--- config.mk ---
export PLATFORM = sky130hd
export DESIGN_NAME = bdc_buffer_dma
export DESIGN_NICKNAME = d
export VERILOG_FILES = /design/src/inc/bdc_pkg.sv /design/src/rtl/bdc_buffer_dma.sv /design/src/rtl/bdc_buf2.sv
export SDC_FILE = /design/constraint.sdc
export NUM_CORES = 1
export LEC_CHECK = 0
export ABC_AREA = 1
export BUFFER_PORTS_ARGS = -buffer_cell sky130_fd_sc_hd__buf_2
export CELL_PAD_IN_SITES_DETAIL_PLACEMENT = 1
export CELL_PAD_IN_SITES_GLOBAL_PLACEMENT = 1
export CORE_MARGIN = 2
export CORE_UTILIZATION = 47
export DETAILED_ROUTE_END_ITERATION = 10
export GPL_ROUTABILITY_DRIVEN = 0
export PLACE_DENSITY_LB_ADDON = 0.2
export SLEW_MARGIN = 10
export SYNTH_ARGS = -nofsm -noshare
export SYNTH_HDL_FRONTEND = slang
export SYNTH_SLANG_ARGS = --single-unit
--- constraint.sdc ---
create_clock -name mclk_in -period 5.25 [get_ports mclk_in]
set_clock_uncertainty 0.15 [all_clocks]
set_input_delay 1.05 -clock mclk_in [delete_from_list [all_inputs] [get_ports mclk_in]]
set_output_delay 1.05 -clock mclk_in [all_outputs]
set_load 0.05 [all_outputs]
--- src/inc/bdc_pkg.sv ---
// constants, field positions and states of the two-channel buffer dma block
// assumes one byte-wide register port and one byte-wide buffer ram port
// Behaviour
// RL1: low address byte is written by firmware and steps after every byte moved
// RL2: high address byte steps on low byte overflow, forming one 16-bit address
// RL3: low count byte is written by firmware and steps down after each transfer
// RL4: high count byte steps down on low byte underflow, one 16-bit counter
// RL5: two independent channels, each at its own register locations
// RL6: enable bit one enables; zero aborts any transfer at once and disables
// RL7: direction clear moves ram to peripheral; set moves peripheral to ram
// RL8: reload set restores the pre-transfer count when the count reaches zero
// RL9: firmware sets enable and always-enabled with reload for back-to-back records
// RL10: always-enabled clear disables the channel when its count reaches zero
// RL11: always-enabled set keeps the channel enabled after the count reaches zero
// RL12: interrupt enable set raises the memory interrupt at end of block
// RL13: interrupt comes from enable falling; always-enabled channels never raise it
// RL14: memory cycles only while enabled with nonzero count, stop at zero
package bdc_pkg;
    localparam int NUM_CH = 2;

    // register offsets on the firmware port
    localparam logic [7:0] OFS_ADDR_LO    = 8'h00;
    localparam logic [7:0] OFS_ADDR_HI    = 8'h01;
    localparam logic [7:0] OFS_CNT_LO     = 8'h02;
    localparam logic [7:0] OFS_CNT_HI     = 8'h03;
    localparam logic [7:0] CH_STRIDE      = 8'h04;
    localparam logic [7:0] OFS_CTRL0      = 8'h08;
    localparam logic [7:0] OFS_STATUS     = 8'h00;
    localparam logic [7:0] OFS_MICRO_PORT = 8'h18;

    // control byte fields
    localparam int CTL_EN     = 0;
    localparam int CTL_DIR    = 1;
    localparam int CTL_RELOAD = 2;
    localparam int CTL_IE     = 3;
    localparam int CTL_ALWAYS = 4;

    // status byte fields
    localparam int ST_EN_BASE  = 0;
    localparam int ST_IRQ_BASE = 2;
    localparam int ST_MRD_VAL  = 4;
    localparam int ST_MWR_PEND = 5;

    // reset values and counter steps
    localparam logic [7:0]  CTRL_RST = 8'h00;
    localparam logic [7:0]  BYTE_RST = 8'h00;
    localparam logic [15:0] WORD_RST = 16'h0000;
    localparam logic [15:0] ONE16    = 16'h0001;

    typedef enum {ST_IDLE, ST_CYCLE} bdc_state_e;
endpackage

--- src/rtl/bdc_buffer_dma.sv ---
// two-channel buffer dma: firmware register port, buffer ram port,
// sequencer byte streams on channel 0, micro byte port on channel 1
// assumes ram answers each request with one mem_ack_in pulse
`timescale 1ns/1ps
`default_nettype none
module bdc_buffer_dma
    import bdc_pkg::*;
(
    // clock, reset, enable
    input  wire logic        mclk_in,
    input  wire logic        srst_in,
    input  wire logic        ce_in,
    // firmware register port
    input  wire logic        reg_wr_in,
    input  wire logic        reg_rd_in,
    input  wire logic [7:0]  reg_addr_in,
    input  wire logic [7:0]  reg_wdata_in,
    output logic      [7:0]  reg_rdata_out,
    // buffer ram port
    output logic             mem_req_out,
    output logic             mem_we_out,
    output logic      [15:0] mem_addr_out,
    output logic      [7:0]  mem_wdata_out,
    input  wire logic        mem_ack_in,
    input  wire logic [7:0]  mem_rdata_in,
    // sequencer to ram stream
    input  wire logic        seq_wvalid_in,
    input  wire logic [7:0]  seq_wdata_in,
    output logic             seq_wready_out,
    // ram to sequencer stream
    output logic             seq_rvalid_out,
    output logic      [7:0]  seq_rdata_out,
    input  wire logic        seq_rready_in,
    // status
    output logic             int_mem_out,
    output logic      [1:0]  chan_en_out
);
    // register decode shared by both channels
    function automatic logic chan_hit(input logic [7:0] a, input int ch,
                                      input logic [7:0] ofs);
        return a == 8'(ofs + CH_STRIDE * 8'(ch));
    endfunction

    bdc_state_e               state_q;
    logic                     act_q;
    logic [15:0]              mem_addr_q;
    logic                     mem_we_q;
    logic [7:0]               mem_wdata_q;
    logic [7:0]               rdata_q;
    logic [7:0]               mwr_data_q;
    logic                     mwr_pend_q;
    logic [7:0]               mrd_data_q;
    logic                     mrd_val_q;
    logic [NUM_CH-1:0][15:0]  addr_w;
    logic [NUM_CH-1:0][15:0]  cnt_w;
    logic [NUM_CH-1:0][15:0]  rld_w;
    logic [NUM_CH-1:0][7:0]   ctrl_w;
    logic [NUM_CH-1:0]        irq_w;
    logic [NUM_CH-1:0]        done;
    logic [NUM_CH-1:0]        abort;
    logic [NUM_CH-1:0]        want;
    logic [NUM_CH-1:0]        src_ok;
    logic                     fifo_in_ready;

    // strobes qualified by the clock enable
    wire wr      = ce_in & reg_wr_in;
    wire rd      = ce_in & reg_rd_in;
    wire cyc     = (state_q == ST_CYCLE);
    wire stat_rd = rd & (reg_addr_in == OFS_STATUS);
    wire port_rd = rd & (reg_addr_in == OFS_MICRO_PORT);
    wire port_wr = wr & (reg_addr_in == OFS_MICRO_PORT);

    // per-channel registers and counters
    genvar c;
    generate
        for (c = 0; c < NUM_CH; c++)
        begin : gen_ch
            logic [15:0] addr_q;
            logic [15:0] cnt_q;
            logic [15:0] rld_q;
            logic [7:0]  ctrl_q;
            logic        irq_q;
            wire ctl_wr = wr & (reg_addr_in == 8'(OFS_CTRL0 + 8'(c))); // [RL5]
            wire a_lo   = wr & chan_hit(reg_addr_in, c, OFS_ADDR_LO);   // [RL5]
            wire a_hi   = wr & chan_hit(reg_addr_in, c, OFS_ADDR_HI);
            wire c_lo   = wr & chan_hit(reg_addr_in, c, OFS_CNT_LO);
            wire c_hi   = wr & chan_hit(reg_addr_in, c, OFS_CNT_HI);
            wire last   = done[c] & (cnt_q == ONE16);
            // auto-disable is the falling of enable that raises the irq
            wire fall   = last & ~ctrl_q[CTL_ALWAYS];        // [RL10] [RL13]
            wire [15:0] addr_n = addr_q + ONE16;             // [RL1] [RL2]
            wire [15:0] cnt_n  = cnt_q - ONE16;              // [RL3] [RL4]

            assign addr_w[c] = addr_q;
            assign cnt_w[c]  = cnt_q;
            assign rld_w[c]  = rld_q;
            assign ctrl_w[c] = ctrl_q;
            assign irq_w[c]  = irq_q;
            assign abort[c]  = ctl_wr & ~reg_wdata_in[CTL_EN]; // [RL6]
            assign done[c]   = cyc & mem_ack_in & ce_in & (act_q == c)
                               & ~abort[c];
            // [RL14] only enabled channels with work left may ask
            // an abort in the same cycle must also block a new issue
            assign want[c]   = ctrl_q[CTL_EN] & (cnt_q != WORD_RST) & src_ok[c]
                               & ~abort[c];              // [RL6] [RL14]

            // address: firmware byte writes win over the step
            always_ff @(posedge mclk_in)
            begin
                if (srst_in)
                    addr_q <= WORD_RST;
                else if (a_lo)
                    addr_q <= {addr_q[15:8], reg_wdata_in};
                else if (a_hi)
                    addr_q <= {reg_wdata_in, addr_q[7:0]};
                else if (done[c])
                    addr_q <= addr_n;                        // [RL1] [RL2]
            end

            // count and its reload copy taken from firmware writes
            always_ff @(posedge mclk_in)
            begin
                if (srst_in)
                begin
                    cnt_q <= WORD_RST;
                    rld_q <= WORD_RST;
                end
                else if (c_lo | c_hi)
                begin
                    cnt_q <= c_lo ? {cnt_q[15:8], reg_wdata_in}
                                  : {reg_wdata_in, cnt_q[7:0]};
                    rld_q <= c_lo ? {rld_q[15:8], reg_wdata_in}
                                  : {reg_wdata_in, rld_q[7:0]};
                end
                else if (last & ctrl_q[CTL_RELOAD])
                    cnt_q <= rld_q;                          // [RL8] [RL9]
                else if (done[c])
                    cnt_q <= cnt_n;                          // [RL3] [RL4]
            end

            // control byte; a firmware write wins over auto-disable
            always_ff @(posedge mclk_in)
            begin
                if (srst_in)
                    ctrl_q <= CTRL_RST;
                else if (ctl_wr)
                    ctrl_q <= reg_wdata_in;                  // [RL6] [RL7]
                else if (fall)
                    ctrl_q[CTL_EN] <= 1'b0;                  // [RL10]
            end

            // sticky cause flag; setting wins over the status read clear
            always_ff @(posedge mclk_in)
            begin
                if (srst_in)
                    irq_q <= 1'b0;
                else if (fall & ctrl_q[CTL_IE])
                    irq_q <= 1'b1;                           // [RL12] [RL13]
                else if (stat_rd)
                    irq_q <= 1'b0;
            end
        end
    endgenerate

    // source or sink readiness per channel, by direction
    assign src_ok[0] = ctrl_w[0][CTL_DIR] ? seq_wvalid_in : fifo_in_ready;
    assign src_ok[1] = ctrl_w[1][CTL_DIR] ? mwr_pend_q : ~mrd_val_q;

    // fixed priority: channel 0 first, the sequencer cannot wait long
    wire idle   = (state_q == ST_IDLE) & ce_in;
    wire g0     = idle & want[0];
    wire g1     = idle & want[1] & ~want[0];
    wire issue  = g0 | g1;
    wire gch    = g1;
    wire [7:0] issue_data = gch ? mwr_data_q : seq_wdata_in;
    wire ab_act = cyc & abort[act_q];

    assign seq_wready_out = g0 & ctrl_w[0][CTL_DIR];         // [RL7]

    // memory cycle sequencer
    always_ff @(posedge mclk_in)
    begin
        if (srst_in)
            state_q <= ST_IDLE;
        else if (ce_in)
            case (state_q)
                ST_IDLE:  state_q <= issue ? ST_CYCLE : ST_IDLE;
                ST_CYCLE: state_q <= (mem_ack_in | ab_act) ? ST_IDLE
                                                           : ST_CYCLE; // [RL6]
                default:  state_q <= ST_IDLE;
            endcase
    end

    // cycle address, direction and write data captured at issue
    always_ff @(posedge mclk_in)
    begin
        if (srst_in)
        begin
            act_q       <= 1'b0;
            mem_addr_q  <= WORD_RST;
            mem_we_q    <= 1'b0;
            mem_wdata_q <= BYTE_RST;
        end
        else if (issue)
        begin
            act_q       <= gch;
            mem_addr_q  <= addr_w[gch];
            mem_we_q    <= ctrl_w[gch][CTL_DIR];             // [RL7]
            mem_wdata_q <= issue_data;
        end
    end

    assign mem_req_out   = cyc;
    assign mem_we_out    = mem_we_q;
    assign mem_addr_out  = mem_addr_q;
    assign mem_wdata_out = mem_wdata_q;

    // micro byte port: write holds a byte for ram, read holds one from ram
    always_ff @(posedge mclk_in)
    begin
        if (srst_in)
        begin
            mwr_data_q <= BYTE_RST;
            mwr_pend_q <= 1'b0;
            mrd_data_q <= BYTE_RST;
            mrd_val_q  <= 1'b0;
        end
        else
        begin
            if (port_wr)
                mwr_data_q <= reg_wdata_in;
            if (port_wr)
                mwr_pend_q <= 1'b1;
            else if (g1 & ctrl_w[1][CTL_DIR])
                mwr_pend_q <= 1'b0;
            if (done[1] & ~mem_we_q)
            begin
                mrd_data_q <= mem_rdata_in;
                mrd_val_q  <= 1'b1;
            end
            else if (port_rd)
                mrd_val_q  <= 1'b0;
        end
    end

    // ram bytes for the sequencer pass a two-entry buffer; room is
    // checked at issue so the single outstanding byte always fits
    bdc_buf2 u_rbuf
    (
        .mclk_in       (mclk_in),
        .srst_in       (srst_in),
        .ce_in         (ce_in),
        .in_valid_in   (done[0] & ~mem_we_q),
        .in_data_in    (mem_rdata_in),
        .in_ready_out  (fifo_in_ready),
        .out_valid_out (seq_rvalid_out),
        .out_data_out  (seq_rdata_out),
        .out_ready_in  (seq_rready_in)
    );

    // read-back selection
    wire [7:0] status_w = {2'h0, mwr_pend_q, mrd_val_q, irq_w,
                           ctrl_w[1][CTL_EN], ctrl_w[0][CTL_EN]};
    wire [7:0] rd_mux =
        (reg_addr_in == OFS_STATUS)     ? status_w :
        chan_hit(reg_addr_in, 0, OFS_CNT_LO) ? cnt_w[0][7:0] :
        chan_hit(reg_addr_in, 0, OFS_CNT_HI) ? cnt_w[0][15:8] :
        chan_hit(reg_addr_in, 1, OFS_CNT_LO) ? cnt_w[1][7:0] :
        chan_hit(reg_addr_in, 1, OFS_CNT_HI) ? cnt_w[1][15:8] :
        (reg_addr_in == OFS_MICRO_PORT) ? mrd_data_q : BYTE_RST;

    always_ff @(posedge mclk_in)
    begin
        if (srst_in)
            rdata_q <= BYTE_RST;
        else if (rd)
            rdata_q <= rd_mux;
    end

    assign reg_rdata_out = rdata_q;
    assign int_mem_out   = |irq_w;
    assign chan_en_out   = {ctrl_w[1][CTL_EN], ctrl_w[0][CTL_EN]};
endmodule
`default_nettype wire

--- src/rtl/bdc_buf2.sv ---
// two-entry buffer between the ram read path and the sequencer
// assumes one clock; ce_in low freezes it
`timescale 1ns/1ps
`default_nettype none
module bdc_buf2
(
    // clock, reset, enable
    input  wire logic       mclk_in,
    input  wire logic       srst_in,
    input  wire logic       ce_in,
    // fill side
    input  wire logic       in_valid_in,
    input  wire logic [7:0] in_data_in,
    output logic            in_ready_out,
    // drain side
    output logic            out_valid_out,
    output logic [7:0]      out_data_out,
    input  wire logic       out_ready_in
);
    logic [7:0] mem_q [2];
    logic       wp_q;
    logic       rp_q;
    logic [1:0] fill_q;
    wire        push = ce_in & in_valid_in & in_ready_out;
    wire        pop  = ce_in & out_valid_out & out_ready_in;

    // honest full and empty from the fill count
    assign in_ready_out  = (fill_q != 2'h2);
    assign out_valid_out = (fill_q != 2'h0);
    assign out_data_out  = mem_q[rp_q];

    // storage has no reset, only pointers and fill level do
    always_ff @(posedge mclk_in)
        if (push)
            mem_q[wp_q] <= in_data_in;

    // pointers and fill level
    always_ff @(posedge mclk_in)
    begin
        if (srst_in)
        begin
            wp_q   <= 1'b0;
            rp_q   <= 1'b0;
            fill_q <= 2'h0;
        end
        else
        begin
            if (push)
                wp_q <= ~wp_q;
            if (pop)
                rp_q <= ~rp_q;
            fill_q <= 2'(fill_q + {1'b0, push} - {1'b0, pop});
        end
    end
endmodule
`default_nettype wire

==> flow_metrics.tcl <==
set metrics [dict create \
    timing_worst_slew_pin_value_ps 991 \
    grt-busiest-layer "met2" \
    fin_setup_tns_ps 0 \
    post_drt_via_cell_ratio 5.46 \
    timing_hold_violations_final 0 \
    rrSetupSlack_ps 2670 \
    final.setup.worst_slack_ps 1020 \
    utilization_pct 52.9 \
    synth_ff_type "dfxtp_1" \
    dieArea_sq_mm 0.0234 \
    cts.root.buffer_cell "clkbuf_16" \
    area_growth_syn_to_layout_pct 10.5 \
    p_leak_nw 5.10 \
    async_reset_ff_share_pct 0 \
    arrival_ps 3030 \
    final-max-slew-violation-count 0 \
    pin_count_of_the_biggest_net_entering_global_routing 79 \
    yosys-top-cells-count "nand2_1 (321), inv_1 (202), nor2_1 (196)" \
    max-vdd-ir-drop_mv 0.200 \
    design.core.area_sq_mm 0.0218 \
    layout-drive-gt1-share_pct 13.6 \
    row_count 54 \
    wirelength_mm 35.1 \
    grt_util_met2_pct 53.7 \
    drc 0 \
    number_of_warnings_printed_during_yosys_synthesis 0 \
    critical_path_buf_inv_count 5 \
    timing.critical_path.from_type "input port" \
    detailed_place_hpwl_mm 25.0 \
    grt_first_pass_wirelength_mm 56.2 \
    grt_overflow_total 0 \
    hold_path_class "flip-flop to flip-flop" \
    number_of_synthesized_flops_with_an_enable_pin 16 \
    seq_area_frac_synth_pct 36.4 \
    count_of_hold_buffers_inserted_by_post_cts_repair 0 \
    io_buffer_count 86 \
    clk_path_buf_depth 2 \
    average_detailed_routed_wire_length_per_instance_um 18.6 \
    dp_worst_setup_slack_ps 1110 \
    maximum_fanout_count_along_the_critical_path 27 \
    place.detailed.instances 1860 \
    met1_usage_pct 36.0 \
    worst_setup_hold_path_clk_slew_ps 80 \
    data_required_time_at_the_worst_endpoint_ps 4050 \
    worst_path_dominant_cell_family "buffers and inverters" \
    outcome "completed" \
    synth.area.top_cells "dfxtp_1 (32%), nand2_1 (12%), inv_1 (7.3%), a21oi_1 (7.2%), nand3_1 (7.1%)" \
    yosys_register_bits 182 \
    cp_slowest_stage_delay_ps 340 \
    chipHeight_um 153 \
    detail_route.iter0.violations 539 \
    rsz_0062_raised_after_global_routing "false" \
    grt_pass1_vias 10700 \
    layout_worst_path_cycle_share_pct 80.5 \
    yosys.area.top_type_share_pct 31.8 \
    diodes_inserted 0 \
    start_util_pct 47.9 \
    drt_pre_antenna_iters 5 \
    drt.antenna.violating_nets 0 \
    post_synthesis_average_cell_area_sq_um 6.76 \
    critPathKind "input port to output pin" \
    fmax_mhz 237 \
    syn_area_sq_mm 0.0104 \
    clock_buffer_count_from_cts 17 \
    regArea_sq_mm 0.00380 \
    finalInstanceArea_sq_mm 0.0115 \
    timing.final.setup_violations 0 \
    cts_tree "done" \
    worstSetupEndpointType "output pin" \
    p_per_area_mw_per_mm2 244 \
    top_level_ports 87 \
    synthesis.instances 1545 \
    yosysTopAreaCell "dfxtp_1" \
    globalRouteTotalUtil_pct 30.1 \
    final_critical_delay_including_setup_and_external_delays_ps 4230 \
    post_synthesis_net_count 1594 \
    postPlaceCellArea_sq_mm 0.0110 \
    fin_nets 1648 \
    post_cts_resize_count 0 \
    number_of_max_cap_violations 0 \
    insertion_delay_ps 450 \
    route.vias.total 10300 \
    fillers 2943 \
    post-cts-setup-buffers 0 \
    multiInputGateArea_sq_mm 0.00551 \
    critical_path.cell_chain "buf_2 > inv_1 > nand3_2 > nand3_4 > nor2_4 > buf_4 > nand2_1 > inv_1 > buf_2" \
    grt_antenna_before_repair 0 \
    max_h_tree_level 4 \
    critical_path.slowest_cell "nand3_4" \
    fp.dieW_um 153 \
    synth.lib_cells_used.distinct 45 \
    final_cell_count_no_fill 1892 \
    synth.most_common_cell "nand2_1" \
    groute.layer.met3.usage_pct 4.85 \
    slew_headroom_pct 33.9 \
    cts_num_sinks 182 \
]
final timing paths:
path | depth (start not counted) | endpoint | start
max | 9 | seq_wready_out | reg_wdata_in[0]
min | 2 | mwr_data_q[6]$_SDFFE_PP0P_ | mwr_data_q[6]$_SDFFE_PP0P_
min reg2reg | 2 | mwr_data_q[6]$_SDFFE_PP0P_ | mwr_data_q[6]$_SDFFE_PP0P_
max reg2reg | 12 | state_q[0]$_SDFFE_PP0P_ | gen_ch[0].cnt_q[0]$_SDFFE_PP0P_
worst reg2reg max path, cell delays in order (launching register included):
cell,delay [ps]
dfxtp_1,380
inv_1,130
ha_1,220
nand2_1,60
nor2_1,60
nand2_1,190
nand3_4,350
nor2_4,180
buf_4,320
inv_6,190
nand2_1,100
nor2_1,60
nor2_1,140
power by group:
part           switching (mW)  total [mW]  internal [mW]
logic                  0.0926       0.121         0.0280
registers             0.00107        1.40           1.40
clock network           0.660        1.30          0.642
total                   0.753        2.82           2.07
stage by stage:
stage	total power, mW	hold slack, ps
after global routing	2.91	323
final	2.82	301
after floorplan	1.49	274
after global placement	1.55	282
after detailed placement	1.55	292
after CTS	2.83	306
cell families (layout without fill, tap and decap cells):
| family | after synthesis | after routing | synth area share [%] |
|---|---|---|---|
| and+or+nand+nor | 759 | 759 | 32.9 |
| buffers and inverters | 274 | 341 | 10.8 |
| AOI/OAI and AO/OA | 271 | 271 | 14.4 |
| DFF | 182 | 182 | 36.4 |
| xor gates and xnor gates | 42 | 42 | 3.52 |
| adders and majority gates | 9 | 9 | 1.08 |
| muxes | 8 | 8 | 0.863 |
placed cells by master, fill, tap and decap left out, types with 13 or more instances in the layout:
master	n
nor2_1	196
o21ai_0	62
buf_2	86
nand2_1	321
o22ai_1	20
nor3_1	16
nor2_4	13
dfxtp_1	166
nand3_1	148
a21oi_2	13
clkbuf_16	17
a21oi_1	150
xor2_1	29
xnor2_1	13
inv_1	201
o21a_1	16
edfxtp_1	16
flip-flops by register name (all words and copies together) (netlist names), named ones only:
register,flops
gen_ch.ctrl_q,10
state_q,1
mem_wdata_out,8
act_q,1
u_rbuf.mem_q,16
u_rbuf.fill_q,2
gen_ch.irq_q,2
gen_ch.rld_q,32
u_rbuf.wp_q,1
mem_addr_out,16
gen_ch.addr_q,32
mrd_data_q,8
mwr_data_q,8
gen_ch.cnt_q,32
mwr_pend_q,1
u_rbuf.rp_q,1
mrd_val_q,1
mem_we_out,1
reg_rdata_out,8
area by class of cell:
| type | count | area share, % |
|---|---|---|
| Multi-Input combinational cell | 1089 | 47.7 |
| Timing Repair Buffer | 91 | 4.05 |
| Inverter | 218 | 7.18 |
| Clock buffer | 18 | 3.72 |
| Tap cell | 280 | 3.03 |
| Clock inverter | 14 | 1.32 |
| Sequential cell | 182 | 33.0 |
metal layers:
| layer | share of wire, % | vias to the layer above |
|---|---|---|
| met5 | 0 | - |
| li1 | - | 5054 |
| met3 | 4.3 | 86 |
| met4 | 3.9 | 0 |
| met1 | 42 | 4965 |
| met2 | 50 | 233 |
No activity file was read; power rests on OpenSTA's default activity.
